File: src/inc/hsc_consts.vh
// constants for the humidity sensor i2c command unit
// assumes a 100 MHz system clock and an external i2c controller
`ifndef HSC_CONSTS_VH
`define HSC_CONSTS_VH

// bus addressing
`define HSC_GCALL_ADDR   7'h00
`define HSC_GCALL_RESET  8'h06

// command bytes
`define HSC_CMD_MEAS_HI  8'hfd
`define HSC_CMD_MEAS_MD  8'hf6
`define HSC_CMD_MEAS_LO  8'he0
`define HSC_CMD_SERIAL   8'h89
`define HSC_CMD_SRESET   8'h94
`define HSC_CMD_HT_HI_L  8'h39
`define HSC_CMD_HT_MD_L  8'h2f
`define HSC_CMD_HT_LO_L  8'h1e
`define HSC_CMD_HT_HI_S  8'h32
`define HSC_CMD_HT_MD_S  8'h24
`define HSC_CMD_HT_LO_S  8'h15

// crc-8 properties
`define HSC_CRC_POLY     8'h31
`define HSC_CRC_INIT     8'hff
`define HSC_CRC_XOROUT   8'h00

// heater power level codes
`define HSC_PWR_OFF      2'h0
`define HSC_PWR_LOW      2'h1
`define HSC_PWR_MID      2'h2
`define HSC_PWR_HIGH     2'h3

// times in their own units and the clock rate
`define HSC_CLK_HZ       100000000
`define HSC_T_LONG_MS    1000
`define HSC_T_SHORT_MS   100
`define HSC_T_MEAS_HI_US 8300
`define HSC_T_MEAS_MD_US 4500
`define HSC_T_MEAS_LO_US 1600
`define HSC_T_SRST_US    100

// derived cycle counts
`define HSC_CYC_LONG     (`HSC_T_LONG_MS * (`HSC_CLK_HZ / 1000))
`define HSC_CYC_SHORT    (`HSC_T_SHORT_MS * (`HSC_CLK_HZ / 1000))
`define HSC_CYC_MEAS_HI  (`HSC_T_MEAS_HI_US * (`HSC_CLK_HZ / 1000000))
`define HSC_CYC_MEAS_MD  (`HSC_T_MEAS_MD_US * (`HSC_CLK_HZ / 1000000))
`define HSC_CYC_MEAS_LO  (`HSC_T_MEAS_LO_US * (`HSC_CLK_HZ / 1000000))
`define HSC_CYC_SRST     (`HSC_T_SRST_US * (`HSC_CLK_HZ / 1000000))

`endif

File: src/rtl/hsc_top.v
// i2c target command unit: decode, timed sequences, crc-protected readout
// assumes scl/sda come from pins, an external controller drives scl,
// and TEMP_SAMPLE/HUM_SAMPLE are steady when a measurement ends
`timescale 1ns/1ps
`include "hsc_consts.vh"

module hsc_top #(
    parameter [6:0]  DEV_ADDR   = 7'h44,
    parameter [31:0] SERIAL_NUM = 32'h1234_5678,       // arbitrary value
    parameter [27:0] CYC_LONG   = `HSC_CYC_LONG,
    parameter [27:0] CYC_SHORT  = `HSC_CYC_SHORT,
    parameter [27:0] CYC_M_HI   = `HSC_CYC_MEAS_HI,
    parameter [27:0] CYC_M_MD   = `HSC_CYC_MEAS_MD,
    parameter [27:0] CYC_M_LO   = `HSC_CYC_MEAS_LO,
    parameter [27:0] CYC_SRST   = `HSC_CYC_SRST
) (
    // clock and reset
    input  wire        CLK,
    input  wire        RST_N,
    // i2c pins
    input  wire        SCL_IN,
    input  wire        SDA_IN,
    output wire        SDA_OUT,
    output wire        SDA_OE,
    // sensor front end
    input  wire [15:0] TEMP_SAMPLE,
    input  wire [15:0] HUM_SAMPLE,
    // status
    output reg  [1:0]  HEATER_PWR,
    output reg         BUSY
);

    // state codes of the sequencer, one-hot
    localparam [4:0] S_IDLE = 5'h01;
    localparam [4:0] S_HEAT = 5'h02;
    localparam [4:0] S_MEAS = 5'h04;
    localparam [4:0] S_SRST = 5'h08;
    localparam [4:0] S_RDY  = 5'h10;

    // bus states, one-hot
    localparam [5:0] B_IDLE = 6'h01;
    localparam [5:0] B_ADDR = 6'h02;
    localparam [5:0] B_AACK = 6'h04;
    localparam [5:0] B_WR   = 6'h08;
    localparam [5:0] B_RD   = 6'h10;
    localparam [5:0] B_MACK = 6'h20;

    // pin synchronisers, two flops each
    reg [1:0] scl_sync_reg;
    reg [1:0] sda_sync_reg;
    reg       scl_d_reg;
    reg       sda_d_reg;
    always @(posedge CLK or negedge RST_N) begin
        if (!RST_N) begin
            scl_sync_reg <= 2'h3;
            sda_sync_reg <= 2'h3;
            scl_d_reg    <= 1'b1;
            sda_d_reg    <= 1'b1;
        end else begin
            scl_sync_reg <= {scl_sync_reg[0], SCL_IN};
            sda_sync_reg <= {sda_sync_reg[0], SDA_IN};
            scl_d_reg    <= scl_sync_reg[1];
            sda_d_reg    <= sda_sync_reg[1];
        end
    end

    // edge and condition detection on synchronised lines
    wire scl_s   = scl_sync_reg[1];
    wire sda_s   = sda_sync_reg[1];
    wire scl_ris = scl_s & ~scl_d_reg;
    wire scl_fal = ~scl_s & scl_d_reg;
    wire start_c = scl_s & scl_d_reg & sda_d_reg & ~sda_s;
    wire stop_c  = scl_s & scl_d_reg & ~sda_d_reg & sda_s;

    // crc-8 over a 16-bit word
    function [7:0] hsc_crc16;
        input [15:0] w;
        integer i;
        reg [7:0] c;
        begin
            c = `HSC_CRC_INIT;
            for (i = 15; i >= 0; i = i - 1) begin
                if (c[7] ^ w[i])
                    c = {c[6:0], 1'b0} ^ `HSC_CRC_POLY;
                else
                    c = {c[6:0], 1'b0};
            end
            hsc_crc16 = c ^ `HSC_CRC_XOROUT;
        end
    endfunction

    // bus engine registers
    reg [5:0]  bst_reg;
    reg [2:0]  bit_reg;
    reg [7:0]  sh_reg;
    reg        rd_dir_reg;
    reg        gcall_reg;
    reg        ack_reg;
    reg        first_wr_reg;
    reg [2:0]  byte_idx_reg;
    reg        sda_drv_reg;
    reg        skip_fal_reg;
    reg [47:0] res_reg;
    reg        res_valid_reg;
    // sequencer registers
    reg [4:0]  seq_reg;
    reg [27:0] cnt_reg;
    reg [27:0] meas_len_reg;
    reg        serial_reg;

    // command decode of the received byte
    reg        cmd_known;
    reg        cmd_heat;
    reg        cmd_long;
    reg [1:0]  cmd_pwr;
    reg [27:0] cmd_mlen;
    always @* begin
        cmd_known = 1'b1;
        cmd_heat  = 1'b0;
        cmd_long  = 1'b0;
        cmd_pwr   = `HSC_PWR_OFF;
        cmd_mlen  = CYC_M_HI;
        case (sh_reg)
            `HSC_CMD_MEAS_HI: cmd_mlen = CYC_M_HI;
            `HSC_CMD_MEAS_MD: cmd_mlen = CYC_M_MD;
            `HSC_CMD_MEAS_LO: cmd_mlen = CYC_M_LO;
            `HSC_CMD_SERIAL:  cmd_mlen = CYC_M_LO;
            `HSC_CMD_HT_HI_L: begin
                cmd_heat = 1'b1; cmd_long = 1'b1; cmd_pwr = `HSC_PWR_HIGH;
            end
            `HSC_CMD_HT_MD_L: begin
                cmd_heat = 1'b1; cmd_long = 1'b1; cmd_pwr = `HSC_PWR_MID;
            end
            `HSC_CMD_HT_LO_L: begin
                cmd_heat = 1'b1; cmd_long = 1'b1; cmd_pwr = `HSC_PWR_LOW;
            end
            `HSC_CMD_HT_HI_S: begin
                cmd_heat = 1'b1; cmd_pwr = `HSC_PWR_HIGH;
            end
            `HSC_CMD_HT_MD_S: begin
                cmd_heat = 1'b1; cmd_pwr = `HSC_PWR_MID;
            end
            `HSC_CMD_HT_LO_S: begin
                cmd_heat = 1'b1; cmd_pwr = `HSC_PWR_LOW;
            end
            default: cmd_known = 1'b0;
        endcase
    end

    // events from the bus engine to the sequencer
    wire byte_done = (bst_reg == B_WR) & scl_fal & (bit_reg == 3'h0) & ~ack_reg;
    wire cmd_byte  = byte_done & first_wr_reg & ~gcall_reg;
    wire srst_cmd  = (cmd_byte & (sh_reg == `HSC_CMD_SRESET)) |
                     (byte_done & gcall_reg & (sh_reg == `HSC_GCALL_RESET));
    wire busy_now  = (seq_reg != S_IDLE) & (seq_reg != S_RDY);
    wire addr_hit  = (sh_reg[7:1] == DEV_ADDR) |
                     ((sh_reg[7:1] == `HSC_GCALL_ADDR) & ~sh_reg[0]);
    // read header acked only with a result ready
    wire addr_ack  = addr_hit & (~sh_reg[0] | res_valid_reg);
    wire rd_take   = (bst_reg == B_ADDR) & scl_fal & (bit_reg == 3'h0) & ~ack_reg &
                     addr_ack & sh_reg[0];

    // bus engine: sda only, scl is never driven
    always @(posedge CLK or negedge RST_N) begin
        if (!RST_N) begin
            bst_reg      <= B_IDLE;
            bit_reg      <= 3'h7;
            sh_reg       <= 8'h00;
            rd_dir_reg   <= 1'b0;
            gcall_reg    <= 1'b0;
            ack_reg      <= 1'b0;
            first_wr_reg <= 1'b0;
            byte_idx_reg <= 3'h0;
            sda_drv_reg  <= 1'b0;
            skip_fal_reg <= 1'b0;
        end else if (start_c) begin
            bst_reg     <= B_ADDR;
            bit_reg     <= 3'h7;
            ack_reg     <= 1'b0;
            sda_drv_reg <= 1'b0;
            skip_fal_reg <= 1'b1;                      // scl still falls once before bit 7
        end else if (stop_c) begin
            bst_reg     <= B_IDLE;
            sda_drv_reg <= 1'b0;
        end else begin
            case (bst_reg)
                B_IDLE: sda_drv_reg <= 1'b0;
                B_ADDR, B_WR: begin
                    if (scl_ris & ~ack_reg)
                        sh_reg <= {sh_reg[6:0], sda_s};
                    if (scl_fal & skip_fal_reg)
                        skip_fal_reg <= 1'b0;          // fall closing the start, no bit
                    else if (scl_fal & ack_reg) begin
                        ack_reg     <= 1'b0;
                        sda_drv_reg <= 1'b0;
                        bit_reg     <= 3'h7;
                        if (bst_reg == B_ADDR) begin
                            bst_reg <= rd_dir_reg ? B_RD : B_WR;
                            if (rd_dir_reg)            // first data bit out
                                sda_drv_reg <= ~res_reg[47];
                        end
                    end else if (scl_fal) begin
                        if (bit_reg != 3'h0)
                            bit_reg <= bit_reg - 3'h1;
                        else if (bst_reg == B_ADDR) begin
                            if (addr_ack) begin
                                ack_reg      <= 1'b1;
                                sda_drv_reg  <= 1'b1;
                                rd_dir_reg   <= sh_reg[0];
                                gcall_reg    <= (sh_reg[7:1] == `HSC_GCALL_ADDR);
                                first_wr_reg <= 1'b1;
                                byte_idx_reg <= 3'h0;
                            end else
                                bst_reg <= B_IDLE;     // nack, wait for stop
                        end else begin
                            // further write bytes ignored but acked, save a general call reset byte
                            ack_reg      <= 1'b1;
                            sda_drv_reg  <= 1'b1;
                            first_wr_reg <= 1'b0;
                        end
                    end
                end
                B_RD: begin
                    if (scl_fal) begin
                        if (bit_reg != 3'h0) begin
                            bit_reg     <= bit_reg - 3'h1;
                            sda_drv_reg <= ~sh_reg[bit_reg - 3'h1];
                        end else begin
                            bst_reg     <= B_MACK;
                            sda_drv_reg <= 1'b0;
                        end
                    end
                end
                B_MACK: begin
                    if (scl_ris) begin
                        if (sda_s)
                            bst_reg <= B_IDLE;         // nack releases the bus
                        else begin
                            byte_idx_reg <= byte_idx_reg + 3'h1;
                            bit_reg      <= 3'h7;
                        end
                    end else if (scl_fal) begin
                        bst_reg     <= B_RD;
                        sda_drv_reg <= ~sh_reg[7];
                    end
                end
                default: bst_reg <= B_IDLE;
            endcase
            // load the outgoing byte from the result frame
            if (bst_reg == B_ADDR && scl_fal && ack_reg && rd_dir_reg)
                sh_reg <= res_reg[47:40];
            else if (bst_reg == B_MACK && scl_ris && !sda_s)
                sh_reg <= (byte_idx_reg == 3'h0) ? res_reg[39:32] :
                          (byte_idx_reg == 3'h1) ? res_reg[31:24] :
                          (byte_idx_reg == 3'h2) ? res_reg[23:16] :
                          (byte_idx_reg == 3'h3) ? res_reg[15:8]  : res_reg[7:0];
        end
    end

    // pin drive: low only, open drain, scl untouched
    assign SDA_OUT = 1'b0;
    assign SDA_OE  = sda_drv_reg;

    // sequencer for measurement, heater and reset
    always @(posedge CLK or negedge RST_N) begin
        if (!RST_N) begin
            seq_reg       <= S_IDLE;
            cnt_reg       <= 28'h0;
            meas_len_reg  <= 28'h0;
            serial_reg    <= 1'b0;
            HEATER_PWR    <= `HSC_PWR_OFF;
            BUSY          <= 1'b0;
            res_reg       <= 48'h0;
            res_valid_reg <= 1'b0;
        end else if (srst_cmd) begin
            seq_reg       <= S_SRST;
            cnt_reg       <= CYC_SRST;
            HEATER_PWR    <= `HSC_PWR_OFF;
            BUSY          <= 1'b1;
            res_valid_reg <= 1'b0;
        end else if (cmd_byte && cmd_known && !busy_now) begin
            serial_reg    <= (sh_reg == `HSC_CMD_SERIAL);
            res_valid_reg <= 1'b0;
            BUSY          <= 1'b1;
            meas_len_reg  <= cmd_mlen;
            if (cmd_heat) begin
                seq_reg    <= S_HEAT;
                HEATER_PWR <= cmd_pwr;
                cnt_reg    <= cmd_long ? CYC_LONG : CYC_SHORT;
            end else begin
                seq_reg <= S_MEAS;
                cnt_reg <= cmd_mlen;
            end
        end else if (cmd_byte && !cmd_known && !busy_now) begin
            seq_reg       <= S_IDLE;
            res_valid_reg <= 1'b0;
        end else begin
            case (seq_reg)
                S_IDLE: BUSY <= 1'b0;
                S_HEAT: begin
                    if (cnt_reg == 28'h0) begin
                        seq_reg <= S_MEAS;
                        cnt_reg <= meas_len_reg;
                    end else
                        cnt_reg <= cnt_reg - 28'h1;
                end
                S_MEAS: begin
                    if (cnt_reg == 28'h0) begin
                        seq_reg       <= S_RDY;
                        HEATER_PWR    <= `HSC_PWR_OFF;
                        BUSY          <= 1'b0;
                        res_valid_reg <= 1'b1;
                        if (serial_reg)
                            res_reg <= {SERIAL_NUM[31:16], hsc_crc16(SERIAL_NUM[31:16]),
                                        SERIAL_NUM[15:0], hsc_crc16(SERIAL_NUM[15:0])};
                        else
                            res_reg <= {TEMP_SAMPLE, hsc_crc16(TEMP_SAMPLE),
                                        HUM_SAMPLE, hsc_crc16(HUM_SAMPLE)};
                    end else
                        cnt_reg <= cnt_reg - 28'h1;
                end
                S_SRST: begin
                    if (cnt_reg == 28'h0) begin
                        seq_reg <= S_IDLE;
                        BUSY    <= 1'b0;
                    end else
                        cnt_reg <= cnt_reg - 28'h1;
                end
                S_RDY: begin
                    if (rd_take) begin
                        seq_reg       <= S_IDLE;
                        res_valid_reg <= 1'b0;
                    end
                end
                default: seq_reg <= S_IDLE;
            endcase
        end
    end

endmodule // hsc_top

File: config.mk
export PLATFORM = sky130hd
export DESIGN_NAME = hsc_top
export DESIGN_NICKNAME = d
export VERILOG_FILES = /design/src/rtl/hsc_top.v
export VERILOG_INCLUDE_DIRS = /design/src /design/src/inc
export SDC_FILE = /design/constraint.sdc
export NUM_CORES = 1
export LEC_CHECK = 0
export ABC_AREA = 1
export BUFFER_PORTS_ARGS = -buffer_cell sky130_fd_sc_hd__buf_2
export CORE_ASPECT_RATIO = 0.8
export CORE_MARGIN = 2
export CORE_UTILIZATION = 60
export DETAILED_ROUTE_END_ITERATION = 12
export PLACE_DENSITY_LB_ADDON = 0.2
export SLEW_MARGIN = 40
export SYNTH_ARGS = -nofsm -noshare
export SYNTH_HDL_FRONTEND = slang
export SYNTH_SLANG_ARGS = --single-unit
File: constraint.sdc
create_clock -name CLK -period 2.7 [get_ports CLK]
set_input_delay 0.135 -clock CLK [delete_from_list [all_inputs] [get_ports CLK]]
set_output_delay 0.135 -clock CLK [all_outputs]
set_load 0.05 [all_outputs]
==> impl_results.md, run 1 <==
- Initial DRT Pass Iterations: 6
- Number of buffers created by CTS: 17
- Max Cap Viol: 0
- Initial antenna violation count: 0
- Crit. End Element: flip-flop
- Die Wd: 137.5 µm
- 1st-iter DRT viols: 977
- Mapped Nets: 1247
- Pwr/cell area: 550.1 mW/mm²
- Post-synthesis sequential area ratio: 0.3586
- Netlist cell types: 60
- FILL cells: 1126
- Synth warn: 0
- Final slew viol count: 0
- Share of cells above drive strength 1: 0.1308
- CP Max Fanout: 44
- Post-CTS Setup Inserts: 0
- CP Cell Sequence: inv_1 > ha_1 > inv_2 > nor2_4 > nand2_4 > nor2_8 > nand3_2 > nor2_1 > a31oi_2 > nand2_4 > inv_4 > nand2_8 > inv_4 > nand2_1 > o21ai_1
- Synth top area share: 0.3248
- Worst slack at placement: 204.3 ps
- P&R area growth vs syn: 13.21%
- Die ar.: 0.01523 mm²
- RePlAce Congestion: 0.9788
- Syn Inst Count: 1199
- Area of the multi-input gates: 0.004708 mm²
- CTS tree: yes
- Worst vdd ir: 0.6172 mV
- Max-slew headroom: 0.5978
- Synth area leaders: dfrtp_1 (32%), nand2_1 (15%), inv_1 (6.7%)
- DP HPWL: 16.87 mm
- Total negative slack: 0 ps
- Crit path DAT: 2870 ps
- Dominant cell type by area after synthesis: dfrtp_1
- Synth Register Bits: 122
- H-tree depth: 4
- Io pins: 41
- Worst Skew: 5.254 ps
- Core area: 0.01374 mm²
- WP data required: 3040 ps
- Row cnt: 38
- GRT Overall Usage: 0.3145
- Max clock buf depth: 2
- Syn_area_per_cell: 7.133 µm²
- Ys async rst share: 1.000
- Total gr overflow: 0
- Outcome: finished, final reports clean
- Reg clk slew, reported paths: 60 ps
- Post-synth EDFFs: 0
- Number of flip-flops in the largest register: 48
- Setup Viol. Count Final: 0
- ANT cells: 0
- Measured slew at the worst slew-check pin: 602.1 ps
- Category of the most critical setup path: reg -> reg
- CP max stage cell: dfstp_2
- Commonest non-fill, non-tap cell in the layout: nand2_1
- CP peak stage delay: 560 ps
- RSZ-0062 raised after global routing: false
- CTS sink cnt: 122
- Min-delay src: HUM_SAMPLE[2]
- CP Launch Type: flip-flop
- CTS root buf: clkbuf_16
- Vias in the first global route: 7792
- Crit path time final: 2537 ps
- Ys flop type: dfrtp_1
- Clk Latency, worst-skew pair: 430 ps
- Cell area after synthesis: 0.008552 mm²
- Final nets: 1312
- Drt total wl: 22.81 mm
- Reg2reg start: scl_sync_reg[1]
- Die height: 110.8 µm
- Final worst slack: 162.9 ps
- First-pass GRT wire length: 38.15 mm
- Max Clk Rate: 394.2 MHz
- Vias: 8386
- Drt via density: 5.756
- ANT nets after route: 0
- I/O Buffers: 39
- Drt drc: 0
- Worst hold path type: in -> reg
- Commonest non-fill, non-tap cells in the layout: nand2_1 (336), inv_1 (152), dfrtp_1 (111), nor2_1 (104), nand3_1 (83)
- FF+latch area: 0.003067 mm²
- P_leak: 5.257 nW
- Pin count of the biggest net entering global routing: 60
- Final hold vios: 0
- Final period utilization: 0.9397
- Critical Path Start: scl_sync_reg[1]
- Initial Util: 0.6224
- WL/cell: 15.65 µm
## critical path, delay by kind of cell, from the launching register on
kind / cells / cell delay [ps]
flip-flops: 1 / 560
buffers and inverters: 4 / 450
AO/OA/AOI/OAI: 2 / 430
AND/OR/NAND/NOR: 8 / 770
adder cells (fa/ha/maj): 1 / 220
## cells by family after synthesis
group	synth area share
adder cells (fa/ha/maj)	0.01756
buffers and inverters	0.09086
flip-flops	0.3586
AND/OR/NAND/NOR	0.3339
AO/OA/AOI/OAI	0.1498
XOR/XNOR	0.04887
other	0.0004385
## layer usage
layer / global-route usage / wire length (µm)
met5: 0 / 0
met4: 0.09553 / 429
met3: 0.07590 / 2083
met2: 0.4733 / 10120
met1: 0.4477 / 10180
## path summary, 6_finish.rpt
check                      slack (ps)  cells past startpoint         endpoint
max in group asynchronous        1740                      3  sda_sync_reg[1]
max                               160                     15       cnt_reg[7]
max reg2reg                       160                     15       cnt_reg[7]
min                                10                      3      res_reg[10]
min in group asynchronous         250                      2      res_reg[38]
min reg2reg                       360                      0  scl_sync_reg[1]
## power breakdown
part           internal (mW)  switching [mW]
registers               1.92          0.0593
logic                  0.386           0.708
clock network           1.40           0.855
## metrics by stage
step,cells,cell area (µm²),util,hold WS (ps),power [mW]
6_report,1457,9682,0.7046,11.81,5.326
2_1_floorplan,1199,8552,-,-160.6,2.754
3_3_place_gp,1413,8975,0.6532,239.4,3.041
5_1_grt,1457,9682,0.7046,15.56,5.573
3_5_place_dp,1413,8975,0.6532,243.3,3.066
4_1_cts,1457,9676,0.7042,7.218,5.330
## final cells by class
| class | instances | share of cell area |
|---|---|---|
| Clock buffer | 21 | 0.04756 |
| Inverter | 169 | 0.06604 |
| Timing Repair Buffer | 68 | 0.04769 |
| Sequential cell | 122 | 0.3167 |
| Multi-Input combinational cell | 886 | 0.4863 |
| Clock inverter | 11 | 0.01241 |
| Tap cell | 180 | 0.02326 |
## repair_timing
action                                  in CTS  in global routing
resized for setup                            0                  2
hold buffers                                12                  0
endpoints found under the setup margin       0                  1
hold endpoints to repair                    58                  0
## cell usage after synthesis, drive strengths merged (5+ instances only)
| library cell | number |
|---|---|
| o31ai | 7 |
| o22ai | 12 |
| a21oi | 26 |
| xor2 | 26 |
| nand2 | 345 |
| o211ai | 32 |
| a31oi | 11 |
| nand3 | 88 |
| nor2 | 122 |
| nand4 | 17 |
| nor3 | 30 |
| or2 | 9 |
| a2bb2oi | 6 |
| buf | 16 |
| o21ai | 89 |
| inv | 168 |
| nor4 | 6 |
| ha | 12 |
| dfrtp | 111 |
| xnor2 | 14 |
| a22oi | 5 |
| dfstp | 11 |
| clkbuf | 6 |
| nand3b | 5 |
Note: power is estimated with default switching activity, not from simulation.
==> run 2: changes to the inputs <==
==> constraint.sdc (replaced) <==
create_clock -name CLK -period 3.1 [get_ports CLK]
set_input_delay 0.155 -clock CLK [delete_from_list [all_inputs] [get_ports CLK]]
set_output_delay 0.155 -clock CLK [all_outputs]
set_load 0.05 [all_outputs]
==> run 2 against run 1 <==
  * Wire length is 0.83% higher
  * Core utilization shrank 1.3 points
  * Die area unchanged
  * Sequential power down 12%
  * Non-clock buffer count shrank 18
  * Register-to-register slack improved by 200 ps
  * Fmax down 7.4%
  * Count of clock-buffer cells in the layout increased by 4
  * Critical endpoint unchanged
  * Largest power group unchanged
  * First-iteration DRC count is 10% lower
  * Power is 15% lower
  * Clock power down 15%
==> impl_results.md, run 2 (same netlist as run 1, synthesis figures left out) <==
- Sequential Power Share: 0.384 (+0.013)
- Core area: 0.01374 mm² (unchanged)
- P_int: 3.162 mW (-15%)
- Vias in the first global route: 7734 (-0.74%)
- I/O Buffers: 39 (unchanged)
- Die Wd: 137.5 µm (unchanged)
- Reg clk slew, reported paths: 60 ps (about the same)
- P&R area growth vs syn: 11.13%
- RePlAce Congestion: 1.033 (+5.6%)
- CTS tree: yes
- ANT nets after route: 0 (unchanged)
- Share of cells above drive strength 1: 0.1231 (-0.007662)
- Outcome: finished, final reports clean
- Measured slew at the worst slew-check pin: 740.5 ps (+138.4 ps)
- WL/cell: 15.98 µm (+2.1%)
- CTS root buf: clkbuf_16
- Total negative slack: 0 ps (unchanged)
- Clk Latency, worst-skew pair: 430 ps (about the same)
- CP max stage cell: dfstp_2
- Max clock buf depth: 2 (unchanged)
- CP Launch Type: flip-flop
- Psw: 1.367 mW (-16%)
- Setup Viol. Count Final: 0 (unchanged)
- CP Cell Sequence: ha_1 > inv_2 > nor2_4 > nand2_4 > nor2_8 > nand3_2 > nor2_4 > nand2_4 > nand2_4 > inv_4 > nand2_8 > inv_2 > nand2_1 > o21ai_1
- Worst vdd ir: 0.3851 mV (-38%)
- Io pins: 41 (unchanged)
- Final worst slack: 360.3 ps (+197.4 ps)
- Clock share of power: 0.421 (-0.003)
- Layout Utilization: 0.6917 (-0.01293)
- Max Cap Viol: 0 (unchanged)
- Drt total wl: 23.00 mm (+0.83%)
- Cts hold-fix bufs: 4 (-8)
- Worst hold path type: in -> reg
- Max-slew headroom: 0.5063 (-0.09141)
- Final nets: 1294 (-1.4%)
- First-pass GRT wire length: 38.51 mm (+0.94%)
- Worst Skew: 11.88 ps (+6.624 ps)
- FF+latch area: 0.003067 mm² (unchanged)
- Final hold vios: 0 (unchanged)
- Die height: 110.8 µm (unchanged)
- Drt via density: 5.799 (+0.76%)
- Gate power share: 0.195 (-0.010)
- Critical Path Most Common Cell: nand2_4
- Final period utilization: 0.8838 (-0.05591)
- CTS sink cnt: 122 (unchanged)
- WP data required: 3400 ps (+360 ps)
- H-tree depth: 4 (unchanged)
- CP peak stage delay: 540 ps (-20 ps)
- Number of buffers created by CTS: 17 (unchanged)
- Worst reg2reg setup slack: 360 ps (+200 ps)
- Placed cells: 1403 (-0.71%)
- Vias: 8345 (-0.49%)
- Category of the most critical setup path: reg -> reg
- Cells resized by post-CTS repair: 0 (unchanged)
- Total gr overflow: 0 (unchanged)
- Initial DRT Pass Iterations: 6 (unchanged)
- P_leak: 5.168 nW (-1.7%)
- DP HPWL: 17.05 mm (+1.0%)
- ANT cells: 0 (unchanged)
- Sw Share: 0.3018 (-0.002622)
- Commonest non-fill, non-tap cells in the layout: nand2_1 (336), inv_1 (152), dfrtp_1 (111), nor2_1 (104), nand3_1 (83)
- 1st-iter DRT viols: 877 (-10%)
- Drt drc: 0 (unchanged)
- Initial antenna violation count: 0 (unchanged)
- CP Max Fanout: 44 (unchanged)
- RSZ-0062 raised after global routing: false
- Crit path time final: 2740 ps (+202.6 ps)
- Max Clk Rate: 365.0 MHz (-7.4%)
- FILL cells: 1152 (+2.3%)
- Commonest non-fill, non-tap cell in the layout: nand2_1
- Crit. End Element: flip-flop
- Initial Util: 0.6224 (unchanged)
- Cell Count, Final, Fillers Out: 1439 (-1.2%)
- GRT Overall Usage: 0.3208 (+0.006247)
- Worst slack at placement: 411.0 ps (+206.6 ps)
- Area of the multi-input gates: 0.004708 mm² (unchanged)
- Die ar.: 0.01523 mm² (unchanged)
- Hold slack: 5.025 ps (-6.789 ps)
- Final slew viol count: 0 (unchanged)
- Pin count of the biggest net entering global routing: 70 (+17%)
- Post-CTS Setup Inserts: 0 (unchanged)
- Number of flip-flops in the largest register: 48 (unchanged)
- Crit path DAT: 3040 ps (+170 ps)
- Pwr/cell area: 476.5 mW/mm² (-13%)
- Row cnt: 38 (unchanged)
run 2: cell types whose count changed in the layout (fill, tap and decap cells not counted), moves of 2 or more:
cell / delta
clkbuf_8: +2
dlygate4sd3_1: -8
clkbuf_1: +2
buf_4: -9
run 2: final cells by class:
cell class | instances | area share
Clock buffer | 25 | 0.05213
Clock inverter | 7 | 0.007241
Inverter | 169 | 0.06701
Multi-Input combinational cell | 886 | 0.4954
Sequential cell | 122 | 0.3227
Tap cell | 180 | 0.02370
Timing Repair Buffer | 50 | 0.03186
run 2: layer usage:
layer / wire length (µm) / share of wire / vias to the layer above / track usage
li1: - / - / 4050 / -
met1: 10500 / 0.46 / 3879 / 0.4661
met2: 10150 / 0.44 / 375 / 0.4693
met3: 1962 / 0.085 / 41 / 0.08413
met4: 387 / 0.017 / 0 / 0.09347
met5: 0 / 0 / - / 0
run 2: path summary, 6_finish.rpt:
path,startpoint,endpoint,depth (start not counted)
hold reg to reg,sda_sync_reg[0],sda_sync_reg[1],0
setup / recovery,scl_d_reg,cnt_reg[7],14
hold / removal,HUM_SAMPLE[7],res_reg[15],2
min in group asynchronous,RST_N,res_reg[45],2
setup reg to reg,scl_d_reg,cnt_reg[7],14
max in group asynchronous,RST_N,bit_reg[0],3
run 2: power by group through the flow:
stage / clock [mW] / combinational (mW) / sequential, mW
after floorplan: 0 / 0.666 / 1.73
after global placement: 0 / 0.852 / 1.76
after detailed placement: 0 / 0.872 / 1.76
after CTS: 1.92 / 0.881 / 1.74
after global routing: 2.01 / 1.02 / 1.75
final: 1.91 / 0.884 / 1.74
run 2: stage by stage:
step	cell area (µm²)	power, mW
2_1_floorplan	8552	2.399
3_3_place_gp	8900	2.613
3_5_place_dp	8900	2.633
4_1_cts	9504	4.533
5_1_grt	9504	4.778
6_report	9504	4.529
run 2: critical path: cells and delay by family (launching register included):
| kind | cells | cell delay [ps] |
|---|---|---|
| AND/OR/NAND/NOR | 9 | 1310 |
| buffers and inverters | 3 | 360 |
| flip-flops | 1 | 540 |
| adder cells (fa/ha/maj) | 1 | 340 |
| AO/OA/AOI/OAI | 1 | 60 |
==> run 3: changes to the inputs <==
--- a/config.mk
+++ b/config.mk
@@ -6,7 +6,6 @@
 export SDC_FILE = /design/constraint.sdc
 export NUM_CORES = 1
 export LEC_CHECK = 0
-export ABC_AREA = 1
 export BUFFER_PORTS_ARGS = -buffer_cell sky130_fd_sc_hd__buf_2
 export CORE_ASPECT_RATIO = 0.8
 export CORE_MARGIN = 2
==> constraint.sdc (replaced) <==
create_clock -name CLK -period 3.1 [get_ports CLK]
set_input_delay 0.155 -clock CLK [delete_from_list [all_inputs] [get_ports CLK]]
set_output_delay 0.155 -clock CLK [all_outputs]
set_load 0.1 [all_outputs]
==> run 3 against run 2 <==
  * Core utilization rose by 0.81 points
  * Die area fell by 6.3%
  * Area after synthesis fell by 6.5%
  * Synthesized cell count fell by 21%
  * Critical path depth fell by 5
  * Largest cell class unchanged
  * Sequential power rose by 3%
  * Cell area fell by 4.9%
  * Flip-flop and latch count did not move
  * Non-clock buffer count rose by 26
  * Power rose by 0.42%
==> impl_results.md, run 3 <==
- Outcome: finished, final reports clean
- Initial Util: 0.6191 (-0.003279)
- Synth area leaders: dfrtp_1 (35%), xnor2_1 (6.8%), nand2_1 (5.1%)
- Initial antenna violation count: 0 (unchanged)
- WP data required: 3380 ps (-20 ps)
- Share of cells above drive strength 1: 0.1331 (+0.01002)
- Final hold vios: 0 (unchanged)
- Synth top area share: 0.3474 (+0.02256)
- Most numerous cell in the Yosys netlist: dfrtp_1
- Final slew viol count: 0 (unchanged)
- Mapped Nets: 990 (-21%)
- RSZ-0062 raised after global routing: false
- P_int: 3.126 mW (-1.1%)
- Commonest non-fill, non-tap cell in the layout: dfrtp_1
- 1st-iter DRT viols: 822 (-6.3%)
- CTS tree: yes
- Worst reg2reg setup slack: 240 ps (-120 ps)
- DP HPWL: 15.75 mm (-7.6%)
- R2R Path End: cnt_reg[21]
- Min-delay src: TEMP_SAMPLE[7]
- Die ar.: 0.01427 mm² (-6.3%)
- Clock share of power: 0.404 (-0.017)
- First-pass GRT wire length: 36.21 mm (-6.0%)
- Vias: 7262 (-13%)
- Post-synthesis sequential area ratio: 0.3835 (+0.02491)
- CP Max Fanout: 8 (-82%)
- CTS root buf: clkbuf_16
- WL/cell: 18.71 µm (+17%)
- Max Cap Viol: 0 (unchanged)
- Crit path capture: cnt_reg[21]
- Syn_area_per_cell: 8.489 µm² (+19%)
- Psw: 1.421 mW (+4.0%)
- P_leak: 3.936 nW (-24%)
- Vias in the first global route: 6795 (-12%)
- GRT Overall Usage: 0.3238 (+0.002975)
- Ys async rst share: 1.000 (unchanged)
- Ys flop type: dfrtp_1
- Initial DRT Pass Iterations: 6 (unchanged)
- Final nets: 1034 (-20%)
- Final period utilization: 0.9226 (+0.03888)
- Cell area after synthesis: 0.007996 mm² (-6.5%)
- Number of buffers created by CTS: 17 (unchanged)
- Netlist cell types: 81 (+35%)
- Total negative slack: 0 ps (unchanged)
- Reg2Reg Depth: 9 (-5)
- Crit path time final: 2860 ps (+120.5 ps)
- Hold slack: 0.4980 ps (-4.527 ps)
- Measured slew at the worst slew-check pin: 802.5 ps (+62.02 ps)
- Pwr/cell area: 503.1 mW/mm² (+5.6%)
- Syn Inst Count: 942 (-21%)
- Dominant cell type by area after synthesis: dfrtp_1
- RePlAce Congestion: 1.034 (about the same)
- I/O Buffers: 39 (unchanged)
- Post-synth EDFFs: 0 (unchanged)
- Max Clk Rate: 349.6 MHz (-4.2%)
- ANT nets after route: 0 (unchanged)
- Worst vdd ir: 0.3868 mV (+0.44%)
- CTS sink cnt: 122 (unchanged)
- Crit path DAT: 3140 ps (+100 ps)
- Cells resized by post-CTS repair: 0 (unchanged)
- Clk Latency, worst-skew pair: 430 ps (about the same)
- Reg clk slew, reported paths: 60 ps (about the same)
- Total gr overflow: 0 (unchanged)
- Critical Path Start: bit_reg[0]
- Number of flip-flops in the largest register: 48 (unchanged)
- Synth warn: 0 (unchanged)
- ANT cells: 0 (unchanged)
- Max-slew headroom: 0.4644 (-0.04193)
- Sw Share: 0.3125 (+0.01065)
- Drt via density: 6.186 (+6.7%)
- Pin count of the biggest net entering global routing: 62 (-11%)
- Crit. End Element: flip-flop
- Synth Register Bits: 122 (unchanged)
- Row cnt: 37 (-2.6%)
- P&R area growth vs syn: 13.03%
- Io pins: 41 (unchanged)
- Core area: 0.01292 mm² (-6.0%)
- Die Wd: 133.1 µm (-3.2%)
- Gate power share: 0.201 (+0.006)
- Category of the most critical setup path: reg -> reg
- H-tree depth: 4 (unchanged)
- Drt drc: 0 (unchanged)
- Sequential Power Share: 0.395 (+0.011)
- CP Launch Type: flip-flop
- Max clock buf depth: 2 (unchanged)
- Worst Skew: 9.051 ps (-2.827 ps)
- Setup Viol. Count Final: 0 (unchanged)
- Die height: 107.3 µm (-3.2%)
- FILL cells: 1019 (-12%)
- Top post-synthesis cells by count: dfrtp_1 (111), nand2_1 (108), nor2_1 (106), a21oi_1 (63), xnor2_1 (62)
- Reg2reg start: bit_reg[0]
- Drt total wl: 21.96 mm (-4.5%)
- Commonest non-fill, non-tap cells in the layout: dfrtp_1 (111), nand2_1 (107), nor2_1 (106), a21oi_1 (63), xnor2_1 (62)
- Worst hold path type: in -> reg
## run 3: cell types whose count changed in the layout (fill, tap and decap cells not counted), moves of 12 or more
cell	delta
nand3_1	-60
inv_1	-134
mux2i_1	+14
nand2b_1	+15
nand4_1	-12
a211oi_1	+13
inv_2	-15
nand2_1	-229
a21oi_1	+38
buf_4	+17
xnor2_1	+48
o21ai_0	-22
o211ai_1	-30
nor3_1	+16
## run 3: kinds of logic (layout without fill, tap and decap cells)
| group | count (synthesis) | after routing | synth area share |
|---|---|---|---|
| AND/OR/NAND/NOR | 394 | 394 | 0.2527 |
| AO/OA/AOI/OAI | 248 | 248 | 0.1942 |
| flip-flops | 122 | 122 | 0.3835 |
| XOR/XNOR | 80 | 80 | 0.08762 |
| buffers and inverters | 69 | 126 | 0.03959 |
| multiplexers | 16 | 16 | 0.02316 |
| adder cells (fa/ha/maj) | 12 | 12 | 0.01878 |
| other | 1 | 1 | 0.0004690 |
## run 3: metal layers
metal  up-vias  wire length [µm]  global-route usage
met5         -                 0                   0
met1      3470             10340              0.4832
met2       301              9737              0.4889
met4         0               252             0.07680
met3        25              1634             0.06215
li1       3466                 -                   -
## run 3: power groups by stage
stage          sequential (mW)  clock [mW]  combinational, mW
2_1_floorplan             1.80           0              0.683
3_3_place_gp              1.81           0              0.868
3_5_place_dp              1.82           0              0.886
4_1_cts                   1.79        1.85              0.910
5_1_grt                   1.81        1.92               1.00
6_report                  1.79        1.84              0.914
## run 3: through the flow
step / area [µm²] / power (mW) / utilization / std cells / setup slack, ps
after detailed placement: 8387 / 2.702 / 0.6493 / 1131 / 327.1
after global placement: 8387 / 2.680 / 0.6493 / 1131 / 437.5
after CTS: 9035 / 4.547 / 0.6995 / 1174 / 263.8
after floorplan: 7996 / 2.480 / - / 942 / 539.8
final: 9039 / 4.547 / 0.6998 / 1174 / 239.8
after global routing: 9039 / 4.733 / 0.6998 / 1174 / 93.52
## run 3: worst min-delay path by stage
stage	to	slack (ps)	cells past startpoint
floorplan	BUSY	-140	0
global placement	sda_sync_reg[0]	260	1
detailed placement	sda_sync_reg[0]	260	1
CTS	res_reg[39]	0.4	3
global route	res_reg[39]	7	3
finish	res_reg[39]	0.5	3
## run 3: cell type report
| type | instances | area (µm²) | share of cell area |
|---|---|---|---|
| inverters | 18 | 67.56 | 0.007475 |
| clock buffers | 20 | 446.7 | 0.04942 |
| well taps | 175 | 219.0 | 0.02422 |
| multi-input cells | 751 | 4616 | 0.5107 |
| clock inverters | 12 | 91.34 | 0.01011 |
| repair buffers | 76 | 531.8 | 0.05883 |
| flip-flops and latches | 122 | 3067 | 0.3393 |
## run 3: timing repair
action	4_1_cts	5_1_grt
endpoints found under the hold margin	64	0
hold buffers	11	0
buffers inserted	0	0
## run 3: worst max-delay path: stages (launching register included)
cell      delay [ps]
dfstp_2          400
inv_1             80
ha_1             220
and4bb_1         260
nand4_1          150
or4_1            640
a31oi_4          320
nor2_2           140
o41ai_1          380
o22ai_1          130
